--- src/logic/cmc_map.vh ---
// Register offsets, field positions, reset values and counts for the CAN mode controller.
// Included by the controller top; holds definitions only.
`ifndef CMC_MAP_VH
`define CMC_MAP_VH

// Byte addresses, one aligned 32-bit word each, except CMC_OFF_TOP, the last byte of the map
`define CMC_OFF_SRR 10'h000
`define CMC_OFF_MSR 10'h004
`define CMC_OFF_PRESCALER_REG 10'h008
`define CMC_OFF_BTR 10'h00c
`define CMC_OFF_ECR 10'h010
`define CMC_OFF_ESR 10'h014
`define CMC_OFF_SR 10'h018
`define CMC_OFF_ISR 10'h01c
`define CMC_OFF_IER 10'h020
`define CMC_OFF_ICR 10'h024
`define CMC_OFF_TXF_ID 10'h030
`define CMC_OFF_TXF_D2 10'h03c
`define CMC_OFF_HPB_ID 10'h040
`define CMC_OFF_HPB_D2 10'h04c
`define CMC_OFF_RXF_ID 10'h050
`define CMC_OFF_RXF_D2 10'h05c
`define CMC_OFF_TOP 10'h0ff

// soft_reset_reg fields
`define CMC_SRR_RST 0
`define CMC_SRR_CEN 1
// mode_select_reg fields
`define CMC_MSR_SLEEP 0
`define CMC_MSR_LOOPBACK_SELECT 1
// bit_timing_reg fields
`define CMC_BTR_TS1_LSB 0
`define CMC_BTR_TS1_MSB 3
`define CMC_BTR_TS2_LSB 4
`define CMC_BTR_TS2_MSB 6
`define CMC_BTR_SJW_LSB 7
`define CMC_BTR_SJW_MSB 8
// mode_status_reg fields (bits 3:0 are the one-hot mode)
`define CMC_SR_HPB_FULL 10
`define CMC_SR_TXF_FULL 11

// interrupt_status_reg / interrupt_enable_reg bit positions
`define CMC_IS_ARBLOST 0
`define CMC_IS_TXDONE 1
`define CMC_IS_ERROR 2
`define CMC_IS_RXOVF 3
`define CMC_IS_RXUNF 4
`define CMC_IS_RXDONE 5
`define CMC_IS_HPBFULL 6
`define CMC_IS_TXFULL 7
`define CMC_IS_WAKE 8
`define CMC_IS_SLEEP 9
`define CMC_IS_BUSOFF 10
`define CMC_IS_RX_NOT_EMPTY_FLAG 11
`define CMC_IS_W 12
// Flags wiped on entry to configuration mode
`define CMC_IS_CFG_CLR 12'h72f

// Reset values
`define CMC_RST_PRESC 8'h00
`define CMC_RST_BTR 9'h000
`define CMC_RST_IER 12'h000

// Bus response codes
`define CMC_RESP_OKAY 2'h0
`define CMC_RESP_SLVERR 2'h2
`define CMC_RESP_DECERR 2'h3

// Counts
`define CMC_IDLE_BITS 4'hb
`define CMC_TX_DEPTH 2'h2
`define CMC_RX_DEPTH 2'h2
`define CMC_BIT_FIXED_TQ 5'h02

`endif

--- src/logic/cmc_mode_ctrl.v ---
// CAN controller operating-mode sequencer with its register slave.
// Assumes an Avalon-MM master on the same clock and a frame engine on the
// same clock; bus_rx_in comes straight from a transceiver pin.
//
// Register access over Avalon-MM and the placing of the registers are this design's own decisions.
`timescale 1ns/100ps
`include "cmc_map.vh"

module cmc_mode_ctrl (
    // Clock and reset
    input wire clock,
    input wire resetn,
    // Avalon-MM slave
    input wire [9:0] avs_address,
    input wire avs_read,
    input wire avs_write,
    input wire [31:0] avs_writedata,
    input wire [3:0] avs_byteenable,
    output reg [31:0] avs_readdata,
    output wire avs_waitrequest,
    output reg [1:0] avs_response,
    // Transceiver pins
    input wire bus_rx_in,
    output reg bus_tx_out,
    // Frame engine side
    input wire eng_tx_bit,
    output reg eng_rx_bit,
    output reg eng_bit_tick,
    output wire eng_tx_allowed,
    output wire eng_rx_allowed,
    output wire eng_loopback,
    output wire eng_tx_pending,
    output wire eng_tx_from_priority,
    input wire eng_tx_take,
    input wire eng_tx_done,
    input wire eng_rx_store,
    input wire eng_arb_lost,
    input wire eng_error,
    input wire [4:0] eng_error_kind,
    input wire eng_bus_off,
    input wire eng_bus_idle,
    input wire [7:0] eng_tec,
    input wire [7:0] eng_rec,
    // Interrupt
    output reg irq_out
);

    localparam ST_CONFIG = 4'b0001;
    localparam ST_LOOP = 4'b0010;
    localparam ST_SLEEP = 4'b0100;
    localparam ST_NORMAL = 4'b1000;

    function [31:0] merge;
        input [31:0] old;
        input [31:0] wd;
        input [3:0] be;
        integer i;
        begin
            merge = old;
            for (i = 0; i < 4; i = i + 1) begin
                if (be[i]) begin
                    merge[i*8 +: 8] = wd[i*8 +: 8];
                end
            end
        end
    endfunction

    // Bus handshake: capture cycle, then one answer cycle
    reg ack_q;
    wire access = avs_read | avs_write;
    wire capture = access & ~ack_q;
    wire wr_commit = avs_write & ack_q;
    wire rd_commit = avs_read & ack_q;
    wire [9:0] addr = {avs_address[9:2], 2'b00};
    assign avs_waitrequest = capture;

    reg cen_q;
    reg sleep_sel_q;
    reg loop_sel_q;
    reg [7:0] presc_q;
    reg [8:0] btr_q;
    reg [15:0] ecr_q;
    reg [4:0] esr_q;
    reg [11:0] isr_q;
    reg [11:0] ier_q;
    reg [3:0] mode_q;
    reg [3:0] mode_d;
    reg [1:0] tx_cnt_q;
    reg hpb_full_q;
    reg [1:0] rx_cnt_q;
    reg rx_meta_q;
    reg rx_sync_q;
    reg rx_prev_q;
    reg [7:0] tq_cnt_q;
    reg [4:0] bit_cnt_q;
    reg [3:0] rcsv_cnt_q;
    reg [31:0] rd_data;
    reg [1:0] rd_resp;

    wire [31:0] wmerge = merge(32'h0000_0000, avs_writedata, avs_byteenable);
    wire soft_rst = wr_commit && addr == `CMC_OFF_SRR && wmerge[`CMC_SRR_RST];
    // Whole core, bus slave and pin synchroniser excepted, restarts on either reset
    wire rst_all = ~resetn | soft_rst;
    wire in_cfg = mode_q[0];
    wire running = mode_q[1] | mode_q[3];
    wire cfg_enter = ~in_cfg & mode_d[0];

    // Two-flop pin synchroniser; nothing reads rx_meta_q but rx_sync_q
    always @(posedge clock) begin
        if (!resetn) begin
            rx_meta_q <= 1'b1;
            rx_sync_q <= 1'b1;
            rx_prev_q <= 1'b1;
        end else begin
            rx_meta_q <= bus_rx_in;
            rx_sync_q <= rx_meta_q;
            rx_prev_q <= rx_sync_q;
        end
    end
    wire rx_fall = rx_prev_q & ~rx_sync_q;

    // Bit-rate enable from prescaler and segment lengths
    wire [4:0] bit_len = `CMC_BIT_FIXED_TQ + {1'b0, btr_q[`CMC_BTR_TS1_MSB:`CMC_BTR_TS1_LSB]}
        + {2'b00, btr_q[`CMC_BTR_TS2_MSB:`CMC_BTR_TS2_LSB]};
    wire tq_wrap = tq_cnt_q == presc_q;
    wire bit_tick = tq_wrap && bit_cnt_q == bit_len;
    always @(posedge clock) begin
        if (rst_all) begin
            tq_cnt_q <= 8'h00;
            bit_cnt_q <= 5'h00;
            eng_bit_tick <= 1'b0;
        end else begin
            eng_bit_tick <= bit_tick & ~in_cfg;
            if (tq_wrap) begin
                tq_cnt_q <= 8'h00;
                bit_cnt_q <= (bit_cnt_q == bit_len) ? 5'h00 : bit_cnt_q + 5'h01;
            end else begin
                tq_cnt_q <= tq_cnt_q + 8'h01;
            end
        end
    end

    // Recessive run length seen while waiting to leave configuration
    always @(posedge clock) begin
        if (rst_all || !cen_q || !in_cfg) begin
            rcsv_cnt_q <= 4'h0;
        end else if (bit_tick) begin
            if (!rx_sync_q) begin
                rcsv_cnt_q <= 4'h0;
            end else if (rcsv_cnt_q != `CMC_IDLE_BITS) begin
                rcsv_cnt_q <= rcsv_cnt_q + 4'h1;
            end
        end
    end

    // Frame store occupancy; frame contents live outside this block
    wire txf_wr = wr_commit && addr == `CMC_OFF_TXF_D2;
    wire hpb_wr = wr_commit && addr == `CMC_OFF_HPB_D2;
    wire txf_push = txf_wr && tx_cnt_q != `CMC_TX_DEPTH;
    wire hpb_push = hpb_wr && !hpb_full_q;
    wire tx_pending = hpb_full_q | (tx_cnt_q != 2'h0);
    wire tx_take = eng_tx_take & running & tx_pending;
    wire rx_pop_req = rd_commit && addr == `CMC_OFF_RXF_D2;
    wire rx_pop = rx_pop_req && rx_cnt_q != 2'h0;
    wire rx_in = eng_rx_store & running;
    wire rx_push = rx_in && rx_cnt_q != `CMC_RX_DEPTH;
    wire new_frame = txf_push | hpb_push;

    always @(posedge clock) begin
        if (rst_all) begin
            tx_cnt_q <= 2'h0;
            hpb_full_q <= 1'b0;
            rx_cnt_q <= 2'h0;
        end else begin
            // Pending frames survive configuration mode
            if (hpb_push) begin
                hpb_full_q <= 1'b1;
            end else if (tx_take && hpb_full_q) begin
                hpb_full_q <= 1'b0;
            end
            if (txf_push && !(tx_take && !hpb_full_q)) begin
                tx_cnt_q <= tx_cnt_q + 2'h1;
            end else if (!txf_push && tx_take && !hpb_full_q) begin
                tx_cnt_q <= tx_cnt_q - 2'h1;
            end
            if (rx_push && !rx_pop) begin
                rx_cnt_q <= rx_cnt_q + 2'h1;
            end else if (rx_pop && !rx_push) begin
                rx_cnt_q <= rx_cnt_q - 2'h1;
            end
        end
    end

    // Mode sequencer
    always @* begin
        mode_d = mode_q;
        case (mode_q)
            ST_CONFIG: begin
                if (cen_q && rcsv_cnt_q == `CMC_IDLE_BITS) begin
                    if (loop_sel_q) begin
                        mode_d = ST_LOOP;
                    end else if (sleep_sel_q && !tx_pending) begin
                        mode_d = ST_SLEEP;
                    end else begin
                        mode_d = ST_NORMAL;
                    end
                end
            end
            ST_NORMAL: begin
                if (!cen_q) begin
                    mode_d = ST_CONFIG;
                end else if (sleep_sel_q && eng_bus_idle && !tx_pending && !new_frame) begin
                    mode_d = ST_SLEEP;
                end
            end
            ST_SLEEP: begin
                if (!cen_q) begin
                    mode_d = ST_CONFIG;
                end else if (!sleep_sel_q || rx_fall || new_frame || tx_pending) begin
                    mode_d = ST_NORMAL;
                end
            end
            ST_LOOP: begin
                if (!cen_q) begin
                    mode_d = ST_CONFIG;
                end
            end
            default: begin
                mode_d = ST_CONFIG;
            end
        endcase
        if (!cen_q) begin
            mode_d = ST_CONFIG;
        end
    end

    always @(posedge clock) begin
        if (rst_all) begin
            mode_q <= ST_CONFIG;
        end else begin
            mode_q <= mode_d;
        end
    end

    wire sleep_enter = ~mode_q[2] & mode_d[2];
    wire wake = mode_q[2] & mode_d[3];

    // Line drive; loopback and idle modes hold the pin recessive
    always @(posedge clock) begin
        if (rst_all) begin
            bus_tx_out <= 1'b1;
            eng_rx_bit <= 1'b1;
        end else begin
            bus_tx_out <= mode_q[3] ? eng_tx_bit : 1'b1;
            if (mode_q[1]) begin
                eng_rx_bit <= eng_tx_bit;
            end else if (mode_q[3] || mode_q[2]) begin
                eng_rx_bit <= rx_sync_q;
            end else begin
                eng_rx_bit <= 1'b1;
            end
        end
    end

    assign eng_tx_allowed = running;
    assign eng_rx_allowed = mode_q[3] | mode_q[2];
    assign eng_loopback = mode_q[1];
    assign eng_tx_pending = tx_pending;
    assign eng_tx_from_priority = hpb_full_q;

    // Configuration registers; soft reset clears them and the reset bit
    wire srr_wr = wr_commit && addr == `CMC_OFF_SRR;
    wire msr_wr = wr_commit && addr == `CMC_OFF_MSR && in_cfg;
    wire timing_wr_ok = in_cfg & ~cen_q;
    wire [31:0] msr_m = merge({30'h0, loop_sel_q, sleep_sel_q}, avs_writedata, avs_byteenable);
    wire [31:0] srr_m = merge({30'h0, cen_q, 1'b0}, avs_writedata, avs_byteenable);
    wire [31:0] prescaler_reg_m = merge({24'h0, presc_q}, avs_writedata, avs_byteenable);
    wire [31:0] btr_m = merge({23'h0, btr_q}, avs_writedata, avs_byteenable);
    wire [31:0] ier_m = merge({20'h0, ier_q}, avs_writedata, avs_byteenable);
    always @(posedge clock) begin
        if (rst_all) begin
            cen_q <= 1'b0;
            sleep_sel_q <= 1'b0;
            loop_sel_q <= 1'b0;
            presc_q <= `CMC_RST_PRESC;
            btr_q <= `CMC_RST_BTR;
            ier_q <= `CMC_RST_IER;
        end else begin
            if (srr_wr) begin
                cen_q <= srr_m[`CMC_SRR_CEN];
            end
            if (msr_wr) begin
                sleep_sel_q <= msr_m[`CMC_MSR_SLEEP];
                loop_sel_q <= msr_m[`CMC_MSR_LOOPBACK_SELECT];
            end else if (wr_commit && addr == `CMC_OFF_MSR && mode_q[2] && !msr_m[`CMC_MSR_SLEEP]) begin
                sleep_sel_q <= 1'b0;
            end
            if (wr_commit && addr == `CMC_OFF_PRESCALER_REG && timing_wr_ok) begin
                presc_q <= prescaler_reg_m[7:0];
            end
            if (wr_commit && addr == `CMC_OFF_BTR && timing_wr_ok) begin
                btr_q <= btr_m[8:0];
            end
            if (wr_commit && addr == `CMC_OFF_IER) begin
                ier_q <= ier_m[11:0];
            end
        end
    end

    // Error counters mirror the engine outside configuration mode
    wire [4:0] esr_clr = (wr_commit && addr == `CMC_OFF_ESR) ? wmerge[4:0] : 5'h00;
    wire [4:0] esr_set = (eng_error & running) ? eng_error_kind : 5'h00;
    always @(posedge clock) begin
        if (rst_all || in_cfg) begin
            ecr_q <= 16'h0000;
            esr_q <= 5'h00;
        end else begin
            ecr_q <= {eng_rec, eng_tec};
            esr_q <= (esr_q & ~esr_clr) | esr_set;
        end
    end

    // Interrupt flags: a set in the same cycle as a clear wins
    reg [11:0] isr_set;
    always @* begin
        isr_set = 12'h000;
        isr_set[`CMC_IS_ARBLOST] = eng_arb_lost & running;
        isr_set[`CMC_IS_TXDONE] = eng_tx_done & running;
        isr_set[`CMC_IS_ERROR] = eng_error & running;
        isr_set[`CMC_IS_BUSOFF] = eng_bus_off & running;
        isr_set[`CMC_IS_RXOVF] = rx_in & ~rx_push;
        isr_set[`CMC_IS_RXDONE] = rx_push;
        isr_set[`CMC_IS_RX_NOT_EMPTY_FLAG] = rx_push;
        isr_set[`CMC_IS_RXUNF] = rx_pop_req & ~rx_pop;
        isr_set[`CMC_IS_HPBFULL] = hpb_push;
        isr_set[`CMC_IS_TXFULL] = txf_push && tx_cnt_q == `CMC_TX_DEPTH - 2'h1;
        isr_set[`CMC_IS_SLEEP] = sleep_enter;
        isr_set[`CMC_IS_WAKE] = wake;
    end
    wire [11:0] isr_clr = (wr_commit && addr == `CMC_OFF_ICR) ? wmerge[11:0] : 12'h000;
    wire [11:0] cfg_wipe = cfg_enter ? `CMC_IS_CFG_CLR : 12'h000;
    always @(posedge clock) begin
        if (rst_all) begin
            isr_q <= 12'h000;
            irq_out <= 1'b0;
        end else begin
            isr_q <= ((isr_q & ~isr_clr) | isr_set) & ~cfg_wipe;
            // Level rises whenever an enabled flag stands, in any mode
            irq_out <= |(isr_q & ier_q);
        end
    end

    // Read mux and answer codes
    always @* begin
        rd_data = 32'h0000_0000;
        rd_resp = `CMC_RESP_OKAY;
        if (addr > `CMC_OFF_TOP) begin
            rd_resp = `CMC_RESP_DECERR;
        end else begin
            case (addr)
                `CMC_OFF_SRR: rd_data = {30'h0, cen_q, 1'b0};
                `CMC_OFF_MSR: rd_data = {30'h0, loop_sel_q, sleep_sel_q};
                `CMC_OFF_PRESCALER_REG: rd_data = {24'h0, presc_q};
                `CMC_OFF_BTR: rd_data = {23'h0, btr_q};
                `CMC_OFF_ECR: rd_data = {16'h0, ecr_q};
                `CMC_OFF_ESR: rd_data = {27'h0, esr_q};
                `CMC_OFF_SR: rd_data = {20'h0, tx_cnt_q == `CMC_TX_DEPTH, hpb_full_q, 6'h00, mode_q};
                `CMC_OFF_ISR: rd_data = {20'h0, isr_q};
                `CMC_OFF_IER: rd_data = {20'h0, ier_q};
                default: rd_data = 32'h0000_0000;
            endcase
            if (avs_write) begin
                if ((addr == `CMC_OFF_PRESCALER_REG || addr == `CMC_OFF_BTR) && !timing_wr_ok) begin
                    rd_resp = `CMC_RESP_SLVERR;
                end else if (addr == `CMC_OFF_ECR || addr == `CMC_OFF_SR || addr == `CMC_OFF_ISR
                    || (addr >= `CMC_OFF_RXF_ID && addr <= `CMC_OFF_RXF_D2)) begin
                    rd_resp = `CMC_RESP_SLVERR;
                end
            end else if (addr == `CMC_OFF_ICR || (addr >= `CMC_OFF_TXF_ID && addr <= `CMC_OFF_HPB_D2)) begin
                rd_resp = `CMC_RESP_SLVERR;
            end
        end
    end

    // Bus slave keeps running through soft reset so the reset write completes
    always @(posedge clock) begin
        if (!resetn) begin
            ack_q <= 1'b0;
            avs_readdata <= 32'h0000_0000;
            avs_response <= `CMC_RESP_OKAY;
        end else begin
            ack_q <= capture;
            if (capture) begin
                avs_readdata <= avs_read ? rd_data : 32'h0000_0000;
                avs_response <= rd_resp;
            end
        end
    end

endmodule

--- config.mk ---
export PLATFORM = sky130hd
export DESIGN_NAME = cmc_mode_ctrl
export DESIGN_NICKNAME = d
export VERILOG_FILES = /design/src/logic/cmc_mode_ctrl.v
export VERILOG_INCLUDE_DIRS = /design/src /design/src/logic
export SDC_FILE = /design/constraint.sdc
export NUM_CORES = 1
export LEC_CHECK = 0
export ABC_CLOCK_PERIOD_IN_PS = 4000
export BUFFER_PORTS_ARGS = -buffer_cell sky130_fd_sc_hd__buf_2
export CAP_MARGIN = 15
export CORE_UTILIZATION = 50
export CTS_CLUSTER_DIAMETER = 100
export CTS_CLUSTER_SIZE = 24
export DETAILED_ROUTE_END_ITERATION = 10
export PLACE_DENSITY = 0.8
export SLEW_MARGIN = 15
export SYNTH_ARGS = -nofsm -noshare
export SYNTH_HDL_FRONTEND = slang
export SYNTH_SLANG_ARGS = --single-unit
--- constraint.sdc ---
create_clock -name clock -period 4 [get_ports clock]
set_input_delay 0.2 -clock clock [delete_from_list [all_inputs] [get_ports clock]]
set_output_delay 0.2 -clock clock [all_outputs]
set_load 0.05 [all_outputs]
======== Word level (Yosys, flattened, before mapping) ========
Index checks and enable logic that the tools add are counted.
cells by class
  $add $sub $neg .......................... 9
  multiply operators ...................... 0
  divide/modulo/power cells ............... 0
  order comparisons ....................... 5
  equality and inequality tests ........... 28
  shift-type cells ........................ 0
  multiplexer cells ....................... 35
  bitwise gates (word level) .............. 43
  reductions and logical operators ........ 81
operators with widths
  operator               count
  $pmux W16 S9           1
  $logic_and A1 B1 Y1    37
  $and A12 B12 Y12       3
  $mux W4                9
  $eq A8 B3 Y1 const B   4
  $mux W32               1
  $eq A8 B4 Y1 const B   3
  $le A10 B7 Y1 const B  2
  $and A1 B1 Y1          18
  $mux W2                9
  $eq A8 B2 Y1 const B   2
  $eq A8 B5 Y1 const B   2
  $mux W16               1
  $pmux W4 S4            1
  $reduce_and A2 Y1      8
  $mux W5                3
  $logic_not A1 Y1       12
  $logic_or A1 B1 Y1     12
  $mux W12               1
  $not A11 Y12           1
  $not A12 Y12           1
  $or A12 B12 Y12        1
  $reduce_bool A2 Y1     6
  $reduce_or A12 Y1      1
  33 further kinds       62
storage, ports and cells
  flip-flop bits (word level) ............. 133
  latch bits .............................. 0
  memory bits (writable) .................. 0
  memory bits (read-only) ................. 0
  input port bits ......................... 80
  output and inout port bits .............. 44
  word-level logic and storage cells ...... 230
  memories kept ........................... 0

======== Logic depth before layout (Yosys ltp) ========
Gate-level depths: netlist of run 1.
  depth after elaboration ................. 13
  gate-level depth with buffers ........... 10
  depth with buffers taken out ............ 10

======== Worst setup path before layout of run 1 ========
OpenSTA, ideal clock, no wires.
  path type ............................... reg-to-reg
  start point ............................. reg btr_q[5]
  end point ............................... reg rcsv_cnt_q[1]
  library setup time ...................... 0.071 ns
  arrival ................................. 2.730 ns
  data required time ...................... 3.929 ns
  setup slack ............................. 1.199 ns
  cell stages (with the launch flop) ...... 11
  clock period less this slack ............ 2.801 ns
  path through ............................ dfxtp_1 inv_1 ha_1 inv_1 ha_1 fa_1 xor2_1 nor4_1 o2111ai_1 or4b_2 a21oi_1
on the way
  longest elaborated chain between the ends .. 4
RTL lines
  element                             line                 RTL
  from (decl)                         cmc_mode_ctrl.v:81   reg [8:0] btr_q;
  from (signal assigned)              cmc_mode_ctrl.v:286  btr_q <= `CMC_RST_BTR;
  from (signal assigned)              cmc_mode_ctrl.v:302  btr_q <= btr_m[8:0];
  $add A5 B3 Y5 (no source line)      n/a
  $eq A5 B5 Y1                        cmc_mode_ctrl.v:126  wire bit_tick = tq_wrap && bit_cnt_q == bit_len;
  $logic_and A1 B1 Y1                 cmc_mode_ctrl.v:126
  $reduce_and A2 Y1 (no source line)  n/a
  to (signal assigned)                cmc_mode_ctrl.v:151  rcsv_cnt_q <= rcsv_cnt_q + 4'h1;
  to (decl)                           cmc_mode_ctrl.v:96   reg [3:0] rcsv_cnt_q;
Every way passes these cells.
A chain may end at the register's enable or synchronous reset.

======== Worst setup path in the final report of run 1 ========
  start point ............................. reg btr_q[1]
  end point ............................... reg rcsv_cnt_q[1]
on the way
  longest elaborated chain between the ends .. 5
RTL lines
  element                             line
  $add A2 B4 Y5 (no source line)      n/a
  $add A5 B3 Y5 (no source line)      n/a
  $eq A5 B5 Y1                        cmc_mode_ctrl.v:126
  $logic_and A1 B1 Y1                 cmc_mode_ctrl.v:126
  $reduce_and A2 Y1 (no source line)  n/a
Every way passes these cells.

==> results of run 1 <==
## power by group through the flow
stage / logic (W) / clock network (W) / registers (W)
after CTS: 0.000202 / 0.00174 / 0.00119
after detailed placement: 0.000187 / 0 / 0.00121
after floorplan: 0.000126 / 0 / 0.00122
after global routing: 0.000221 / 0.00180 / 0.00119
final: 0.000207 / 0.00173 / 0.00119
after global placement: 0.000181 / 0 / 0.00121
## per-stage QoR
stage | setup WS [ns] | total power (W) | area [sq um] | utilization [%] | instances
after detailed placement | 0.810 | 0.00140 | 6120 | 55.7 | 844
after global routing | 0.576 | 0.00321 | 6980 | 63.5 | 894
after floorplan | 1.20 | 0.00134 | 5750 | - | 663
after CTS | 0.763 | 0.00313 | 6980 | 63.5 | 894
final | 0.720 | 0.00313 | 6980 | 63.5 | 894
after global placement | 0.985 | 0.00139 | 6120 | 55.7 | 844
## layout by cell type (no fill, tap or decap), types with 6 or more instances in the layout
master / Yosys / layout
xor2_1: 10 / 10
nor2_1: 90 / 90
inv_1: 17 / 17
dfxtp_1: 117 / 117
nand4_1: 6 / 6
dlygate4sd3_1: 0 / 18
nand2b_1: 11 / 11
nand3_1: 27 / 27
nand2_1: 39 / 39
ha_1: 13 / 13
buf_2: 4 / 83
a21oi_1: 27 / 27
o21ai_0: 31 / 31
xnor2_1: 16 / 16
a22oi_1: 32 / 32
o22ai_1: 9 / 9
a221oi_1: 6 / 6
and3_1: 12 / 12
nor3_1: 7 / 7
nor2b_1: 8 / 8
and2_1: 20 / 20
mux2i_1: 36 / 36
clkbuf_16: 0 / 17
or2_2: 7 / 7
conb_1: 1 / 16
## final cells by class
cell class                      count  area (sq um)  area share [%]
Clock inverter                     10           190            2.73
Clock buffer                       22           484            6.94
Timing Repair Buffer              102           603            8.65
Inverter                           18          67.6           0.969
Multi-Input combinational cell    485          3110            44.6
Sequential cell                   117          2340            33.6
Tap cell                          140           175            2.51
## worst max path at each step
stage | end | slack [ns]
finish | rcsv_cnt_q[1] | 0.72
detailed placement | rcsv_cnt_q[1] | 0.81
CTS | rcsv_cnt_q[1] | 0.76
floorplan | rcsv_cnt_q[1] | 1.20
global route | rcsv_cnt_q[1] | 0.58
global placement | rcsv_cnt_q[1] | 0.98
## metal layers
layer | vias to the layer above | track usage, %
li1 | 2473 | -
met1 | 2505 | 35.6
met2 | 309 | 47.7
met3 | 69 | 8.43
met4 | 0 | 13.7
met5 | - | 0
## cells by family (layout without fill, tap and decap cells)
kind of cell | count (synthesis) | after routing
and+or+nand+nor | 259 | 259
AOI/OAI and AO/OA | 126 | 126
DFF | 117 | 117
buffers and inverters | 61 | 152
muxes | 42 | 42
xor gates and xnor gates | 27 | 27
adders and majority gates | 15 | 15
other | 1 | 16
## registers in the layout (all words and copies together), names as in the netlist, 2 cells and up
| name | count |
|---|---|
| esr_q | 5 |
| btr_q | 9 |
| rx_cnt_q | 2 |
| tx_cnt_q | 2 |
| ecr_q | 16 |
| presc_q | 8 |
| isr_q | 12 |
| tq_cnt_q | 8 |
| rcsv_cnt_q | 4 |
| bit_cnt_q | 5 |
| ier_q | 12 |
| avs_response | 2 |
| mode_q | 4 |
| avs_readdata | 16 |
## worst reg2reg max path, delay by kind of cell, from the launching register on
| family | cells | cell delay (ns) |
|---|---|---|
| AND/OR/NAND/NOR | 2 | 1.05 |
| adder cells (fa/ha/maj) | 3 | 0.94 |
| AO/OA/AOI/OAI | 2 | 0.59 |
| flip-flops | 1 | 0.36 |
| XOR/XNOR | 1 | 0.17 |
| buffers and inverters | 2 | 0.10 |
==> impl_metrics.json, run 1 <==
{
  "place.port_buffers": 83,
  "crit_buf_inv": 2,
  "status": "finished clean",
  "post_cts_buffers": 0,
  "dp_hpwl_um": 11500,
  "drtPass1Iterations": 8,
  "p_int_w": 0.00241,
  "netlist.area_leader.share_pct": 41.1,
  "synth_common_cells": "dfxtp_1 (117), nor2_1 (90), nand2_1 (39)",
  "cts.sinks": 117,
  "root_buffer": "clkbuf_16",
  "finClkSkew_ns": 0.0139,
  "arrival_ns": 3.63,
  "syn_to_final_growth_pct": 22.5,
  "gr-total-overflow": 0,
  "fp.dieArea_sq_mm": 0.0118,
  "wl_met3_um": 1770,
  "drv_slew": 0,
  "crit_start": "btr_q[1]",
  "max_cap_viol_count": 0,
  "fin_crit_sh_pct": 82.0,
  "grt_pass1_wl_um": 25700,
  "fmax_mhz": 305,
  "die_x_um": 109,
  "cts_hold_buf": 18,
  "hold-path-cell-count": 3,
  "synth_compound_area_share_pct": 14.7,
  "ir_drop_mv": 0.304,
  "synth_flop_cell": "dfxtp_1",
  "groute.usage.overall_pct": 29.3,
  "antenna_found_initial": 0,
  "rows": 38,
  "p_sw_share_pct": 22.8,
  "slew_headroom_pct": 26.1,
  "via_count": 5356,
  "viasPerCell": 5.99,
  "synth_cell_types": 58,
  "wl_per_cell_um": 18.5,
  "synthMuxAreaShare_pct": 7.91,
  "grt_max_degree": 37,
  "rr_startpoint": "btr_q[1]",
  "finalNetCount": 835,
  "r2r_cells": 10,
  "holdCritStartpoint": "eng_error_kind[3]",
  "wl_met1_um": 6400,
  "clock_latency_ns": 0.43,
  "cp_max_fo": 10,
  "hp-class": "input pin to register",
  "path_cells": "inv_1, ha_1, inv_1, ha_1, fa_1, xor2_1, nor4_1, o2111ai_1, or4b_2, a21oi_1",
  "critical_path_class": "register to register",
  "yosysWarnings": 0,
  "crit_path_end_kind": "register",
  "drive_above_1_share_pct": 17.9,
  "synth.area.top_cells": "dfxtp_1 (41%), mux2i_1 (6.3%), nor2_1 (5.9%)",
  "routabilityCongestion": 0.924,
  "finalSetupTns_ns": 0,
  "r2r-end": "rcsv_cnt_q[1]",
  "setup_viol": 0,
  "cp_top_family": "simple AND/OR/NAND/NOR gates",
  "hold_slack_ns": 0.0430,
  "drtAntennaViolNets": 0,
  "post_synth_xor_area_fraction_pct": 4.42,
  "power.density_mw_per_mm2": 448,
  "clkPwrFrac_pct": 55.4,
  "drc": 0,
  "cp.required_ns": 4.35,
  "die_h_um": 109,
  "synth-seq-cells": 117,
  "drtIter0Drc": 591,
  "synth-edff-count": 0,
  "syn_avg_cell_area_sq_um": 8.79,
  "synth_top_family_by_area": "simple AND/OR/NAND/NOR gates",
  "synth.cell_area_sq_mm": 0.00569,
  "reg2reg_slack_ns": 0.72,
  "clk_pin_slew_ns": 0.06,
  "cp_slowest_cell": "or4b_2",
  "worst_pin_slew_ns": 1.10,
  "wl_met2_um": 7760,
  "boundaryPins": 124,
  "ys_seq_area_share_pct": 41.1,
  "synth_cells": 648,
  "async_flop_share_pct": 0,
  "cts_max_level": 4,
  "power_switching_w": 0.000712,
  "start_util_pct": 51.8,
  "synth-adder-area-share_pct": 3.38,
  "cts-buffers-inserted": 17,
  "n_fill_cell": 875,
  "wirelength_um": 16600,
  "clk_path_buf_depth": 2,
  "yosys.area_share.simple_pct": 23.2,
  "cts_resized": 0,
  "grt_pass1_vias": 5096,
  "p_seq_share_pct": 38.0,
  "yosys.area.top_type": "dfxtp_1",
  "cp.depth": 10,
  "synth.most_common_cell": "dfxtp_1",
  "p_leak_nw": 2.85,
  "top_layer": "met4",
  "hold_viol": 0,
  "period_needed_ns": 3.28,
  "p_comb_share_pct": 6.6,
  "cp_slowest_stage_delay_ns": 0.74,
  "tritoncts": "yes",
  "rsz0062_at_grt": "false",
  "hold_path_end": "esr_q[3]",
  "start_kind": "register",
  "core-area_sq_mm": 0.0110,
  "antenna_cells": 0
}
Note: power is estimated with default switching activity, not from simulation.
==> run 2: changes to the inputs <==
Settings changed: ABC_CLOCK_PERIOD_IN_PS 4000 to 3200.
Clock period 4 ns to 3.2 ns, I/O delays scaled along.
==> impl_metrics.json, run 2 (synthesis results as in run 1) <==
{
  "drtAntennaViolNets": 0,
  "die_x_um": 109,
  "fp.dieArea_sq_mm": 0.0118,
  "arrival_ns": 3.35,
  "reg_top3": "avs_readdata: 16 flops, ecr_q: 16 flops",
  "p_comb_share_pct": 6.8,
  "antenna_found_initial": 0,
  "dp_hpwl_um": 11600,
  "critical_path_class": "register to register",
  "start_util_pct": 51.8,
  "hold_slack_ns": 0.0219,
  "via_count": 5459,
  "placed_area_sq_mm": 0.00617,
  "wl_per_cell_um": 18.7,
  "grt_pass1_wl_um": 26700,
  "hold_viol": 0,
  "cp_slowest_cell": "or4b_2",
  "finalNetCount": 843,
  "hp-class": "input pin to register",
  "cp_max_fo": 4,
  "postLayoutCellArea_sq_mm": 0.00706,
  "rr_startpoint": "btr_q[5]",
  "drv_slew": 0,
  "power.density_mw_per_mm2": 562,
  "finClkSkew_ns": 0.00753,
  "p_int_w": 0.00308,
  "tritoncts": "yes",
  "setup_ws_ns": 0.191,
  "p_sw_share_pct": 22.3,
  "cts-buffers-inserted": 17,
  "p_seq_share_pct": 37.4,
  "path_cells": "inv_1, ha_1, inv_1, ha_1, fa_1, xor2_1, nor4_1, o2111ai_2, or4b_2, a21oi_1",
  "place.port_buffers": 83,
  "wirelength_um": 16800,
  "ir_drop_mv": 0.319,
  "gr-total-overflow": 0,
  "pre_cts_slack_ns": 0.171,
  "reg2reg_slack_ns": 0.19,
  "slew_headroom_pct": 25.4,
  "grt_max_degree": 41,
  "status": "finished clean",
  "mostFrequentLayoutCells": "dfxtp_1 (117), nor2_1 (90), buf_2 (83)",
  "crit_path_end_kind": "register",
  "rows": 38,
  "rsz0062_at_grt": "false",
  "routabilityCongestion": 0.905,
  "power_switching_w": 0.000885,
  "groute.usage.overall_pct": 30.1,
  "antenna_cells": 0,
  "final_common_cell": "dfxtp_1",
  "worst_pin_slew_ns": 1.12,
  "die_h_um": 109,
  "viasPerCell": 6.05,
  "fin_crit_sh_pct": 94.0,
  "clkPwrFrac_pct": 55.8,
  "clk_path_buf_depth": 2,
  "core-area_sq_mm": 0.0110,
  "cp_slowest_stage_delay_ns": 0.66,
  "grt_pass1_vias": 5247,
  "p_leak_nw": 2.91,
  "setup_viol": 0,
  "holdCritStartpoint": "avs_writedata[11]",
  "period_needed_ns": 3.01,
  "drtIter0Drc": 600,
  "root_buffer": "clkbuf_16",
  "crit_start": "btr_q[5]",
  "cp.required_ns": 3.54,
  "clk_pin_slew_ns": 0.05,
  "fmax_mhz": 332,
  "drc": 0,
  "start_kind": "register",
  "max_cap_viol_count": 0,
  "boundaryPins": 124,
  "drtPass1Iterations": 6,
  "drive_above_1_share_pct": 18.9,
  "finalSetupTns_ns": 0,
  "clock_latency_ns": 0.42,
  "cts.sinks": 117,
  "cts_max_level": 4,
  "syn_to_final_growth_pct": 24.0
}
## run 2: cell count changes in the layout (fill, tap and decap cells not counted), sizes merged
cell and delta:
inv -2, clkinvlp -2, bufinv +1, clkinv +5, clkbuf -2, dlygate4sd3 +1
buf +7
## run 2: worst max-delay path: cells and delay by family, from the launching register on
family                     cells  cell delay, ns
and+or+nand+nor                2            0.98
adders and majority gates      3            0.93
DFF                            1            0.36
buffers and inverters          2            0.10
AOI/OAI and AO/OA              2            0.40
xor gates and xnor gates       1            0.15
## run 2: power groups by stage
stage | sequential [W] | clock (W) | combinational [W]
6_report | 0.00148 | 0.00221 | 0.000271
5_1_grt | 0.00149 | 0.00229 | 0.000290
4_1_cts | 0.00148 | 0.00221 | 0.000259
3_5_place_dp | 0.00151 | 0 | 0.000239
3_3_place_gp | 0.00151 | 0 | 0.000233
2_1_floorplan | 0.00152 | 0 | 0.000158
## run 2: stage by stage
| step | util [%] | std cells | power (W) |
|---|---|---|---|
| floorplan | - | 663 | 0.00168 |
| global placement | 56.1 | 850 | 0.00175 |
| detailed placement | 56.1 | 850 | 0.00175 |
| CTS | 64.2 | 901 | 0.00396 |
| global route | 64.3 | 902 | 0.00406 |
| finish | 64.3 | 902 | 0.00397 |
## run 2: metal layers
metal	wire length (um)	up-vias	GRT usage (%)	share of wire (%)
li1	-	2478	-	-
met2	7900	336	48.6	47
met3	1630	69	7.53	9.7
met1	6790	2576	38.2	40
met4	519	0	12.7	3.1
met5	0	-	0	0
## run 2: final cells by class
| class | count | area [sq um] |
|---|---|---|
| Fill cell | 850 | 3920 |
| Multi-Input combinational cell | 485 | 3120 |
| Sequential cell | 117 | 2340 |
| Timing Repair Buffer | 110 | 666 |
| Clock buffer | 20 | 467 |
| Clock inverter | 12 | 224 |
| Tap cell | 140 | 175 |
| Inverter | 18 | 67.6 |
## run 2: final timing paths
kind                                 endpoint  cells after the start
worst max-delay path            rcsv_cnt_q[1]                     10
worst min-delay path                ier_q[11]                      3
worst min register to register      rx_sync_q                      1
worst max register to register  rcsv_cnt_q[1]                     10
## run 2: repair_timing
action                     in CTS  in global routing
setup endpoints to repair       0                  1
resized for setup               0                  1
setup buffers                   0                  1
hold buffers                   19                  0
hold endpoints to repair       19                  0
==> run 3: changes to the inputs <==
Settings changed: BUFFER_PORTS_ARGS -buffer_cell sky130_fd_sc_hd__buf_2 to not set, DONT_BUFFER_PORTS set to 1, PLACE_DENSITY 0.8 to 0.71.
==> impl_metrics.json, run 3 (synthesis results as in run 1) <==
{
  "boundaryPins": 124,
  "antenna_found_initial": 1,
  "n_fill_cell": 894,
  "hp-class": "input pin to register",
  "finalSetupTns_ns": 0,
  "multi_input_area_sq_mm": 0.00313,
  "via_count": 5150,
  "cp_max_fo": 7,
  "grt_pass1_wl_um": 25800,
  "rsz0062_at_grt": "false",
  "drive_above_1_share_pct": 8.83,
  "critical_path_class": "register to register",
  "cts_max_level": 4,
  "syn_to_final_growth_pct": 19.4,
  "root_buffer": "clkbuf_16",
  "drv_slew": 0,
  "setup_viol": 0,
  "clk_pin_slew_ns": 0.06,
  "clk_path_buf_depth": 2,
  "start_kind": "register",
  "hold_viol": 0,
  "drc": 0,
  "wirelength_um": 16800,
  "finalNetCount": 783,
  "cp_slowest_cell": "or4b_2",
  "fin_crit_sh_pct": 94.8,
  "cp_slowest_stage_delay_ns": 0.66,
  "path_cells": "inv_1, ha_1, inv_1, ha_1, fa_1, xor2_1, nor4_2, o2111ai_2, or4b_2, a21oi_1",
  "cts.sinks": 117,
  "cts-buffers-inserted": 17,
  "tritoncts": "yes",
  "die_x_um": 109,
  "status": "finished clean",
  "arrival_ns": 3.38,
  "fmax_mhz": 330,
  "grt_pass1_vias": 4976,
  "max_cap_viol_count": 0,
  "wl_per_cell_um": 19.9,
  "start_util_pct": 51.8,
  "groute.usage.overall_pct": 29.4,
  "grt_max_degree": 28,
  "slew_headroom_pct": 33.6,
  "postLayoutCellArea_sq_mm": 0.00680,
  "reg_top3": "avs_readdata: 16 flops, ecr_q: 16 flops",
  "core-area_sq_mm": 0.0110,
  "mostFrequentLayoutCells": "dfxtp_1 (117), nor2_1 (89), dlygate4sd3_1 (43)",
  "p_leak_nw": 2.58,
  "ir_drop_mv": 0.368,
  "cp_top_family": "simple AND/OR/NAND/NOR gates",
  "drtIter0Drc": 515,
  "gr-total-overflow": 0,
  "period_needed_ns": 3.03,
  "viasPerCell": 6.11,
  "worst_pin_slew_ns": 0.995,
  "cp.required_ns": 3.54,
  "place.port_buffers": 0,
  "power.density_mw_per_mm2": 535,
  "die_h_um": 109,
  "drtAntennaViolNets": 0,
  "routabilityCongestion": 0.905,
  "hold_slack_ns": 0.0204,
  "crit_path_end_kind": "register",
  "rows": 38,
  "reg2reg_slack_ns": 0.17,
  "dp_hpwl_um": 11500,
  "fp.dieArea_sq_mm": 0.0118,
  "crit_buf_inv": 2,
  "drtPass1Iterations": 5,
  "finClkSkew_ns": 0.00918,
  "final_common_cell": "dfxtp_1",
  "clock_latency_ns": 0.42,
  "seq_area_sq_mm": 0.00234,
  "placed_area_sq_mm": 0.00575
}
run 3: report_power, final:
part           switching [W]  total [W]  internal (W)
clock               0.000689    0.00192       0.00123
combinational       0.000141   0.000219     0.0000778
sequential         0.0000230    0.00149       0.00147
total               0.000853    0.00363       0.00278
run 3: final cells by class:
type                    instances  area share (%)
well taps                     140            2.58
diodes                          1          0.0368
multi-input cells             485            46.0
clock inverters                14            2.36
inverters                      18           0.994
clock buffers                  18            6.46
flip-flops and latches        117            34.5
repair buffers                 50            7.10
run 3: final timing paths:
path / end / depth (start not counted) / start
setup / recovery: rcsv_cnt_q[1] / 10 / btr_q[5]
hold / removal: eng_tx_from_priority / 3 / eng_tx_take
setup reg to reg: rcsv_cnt_q[1] / 10 / btr_q[5]
hold reg to reg: rx_sync_q / 1 / rx_meta_q
run 3: layer usage:
metal / track usage, % / up-vias / part of all wire [%]
met5: 0 / - / 0
met4: 14.8 / 0 / 3.1
met3: 8.31 / 47 / 10
met2: 45.8 / 305 / 45
met1: 37.3 / 2440 / 41
li1: - / 2358 / -
run 3: stage by stage:
| stage | power (W) | utilization, % | instances | setup WS (ns) |
|---|---|---|---|---|
| 3_5_place_dp | 0.00168 | 52.4 | 767 | 0.197 |
| 5_1_grt | 0.00373 | 61.9 | 843 | 0.0312 |
| 2_1_floorplan | 0.00168 | - | 663 | 0.399 |
| 6_report | 0.00363 | 61.9 | 843 | 0.166 |
| 4_1_cts | 0.00363 | 61.7 | 842 | 0.183 |
| 3_3_place_gp | 0.00168 | 52.4 | 767 | 0.313 |
run 3: worst min-delay path, cell delays in order:
cell     delay [ns]
o21ai_0        0.09
nand2_1        0.09
a21oi_1        0.06
run 3: what timing repair did:
action / in CTS / in global routing
endpoints found under the setup margin: 0 / 1
gates resized for setup: 0 / 2
setup buffers: 0 / 0
hold buffers: 43 / 0
hold endpoints to repair: 71 / 0
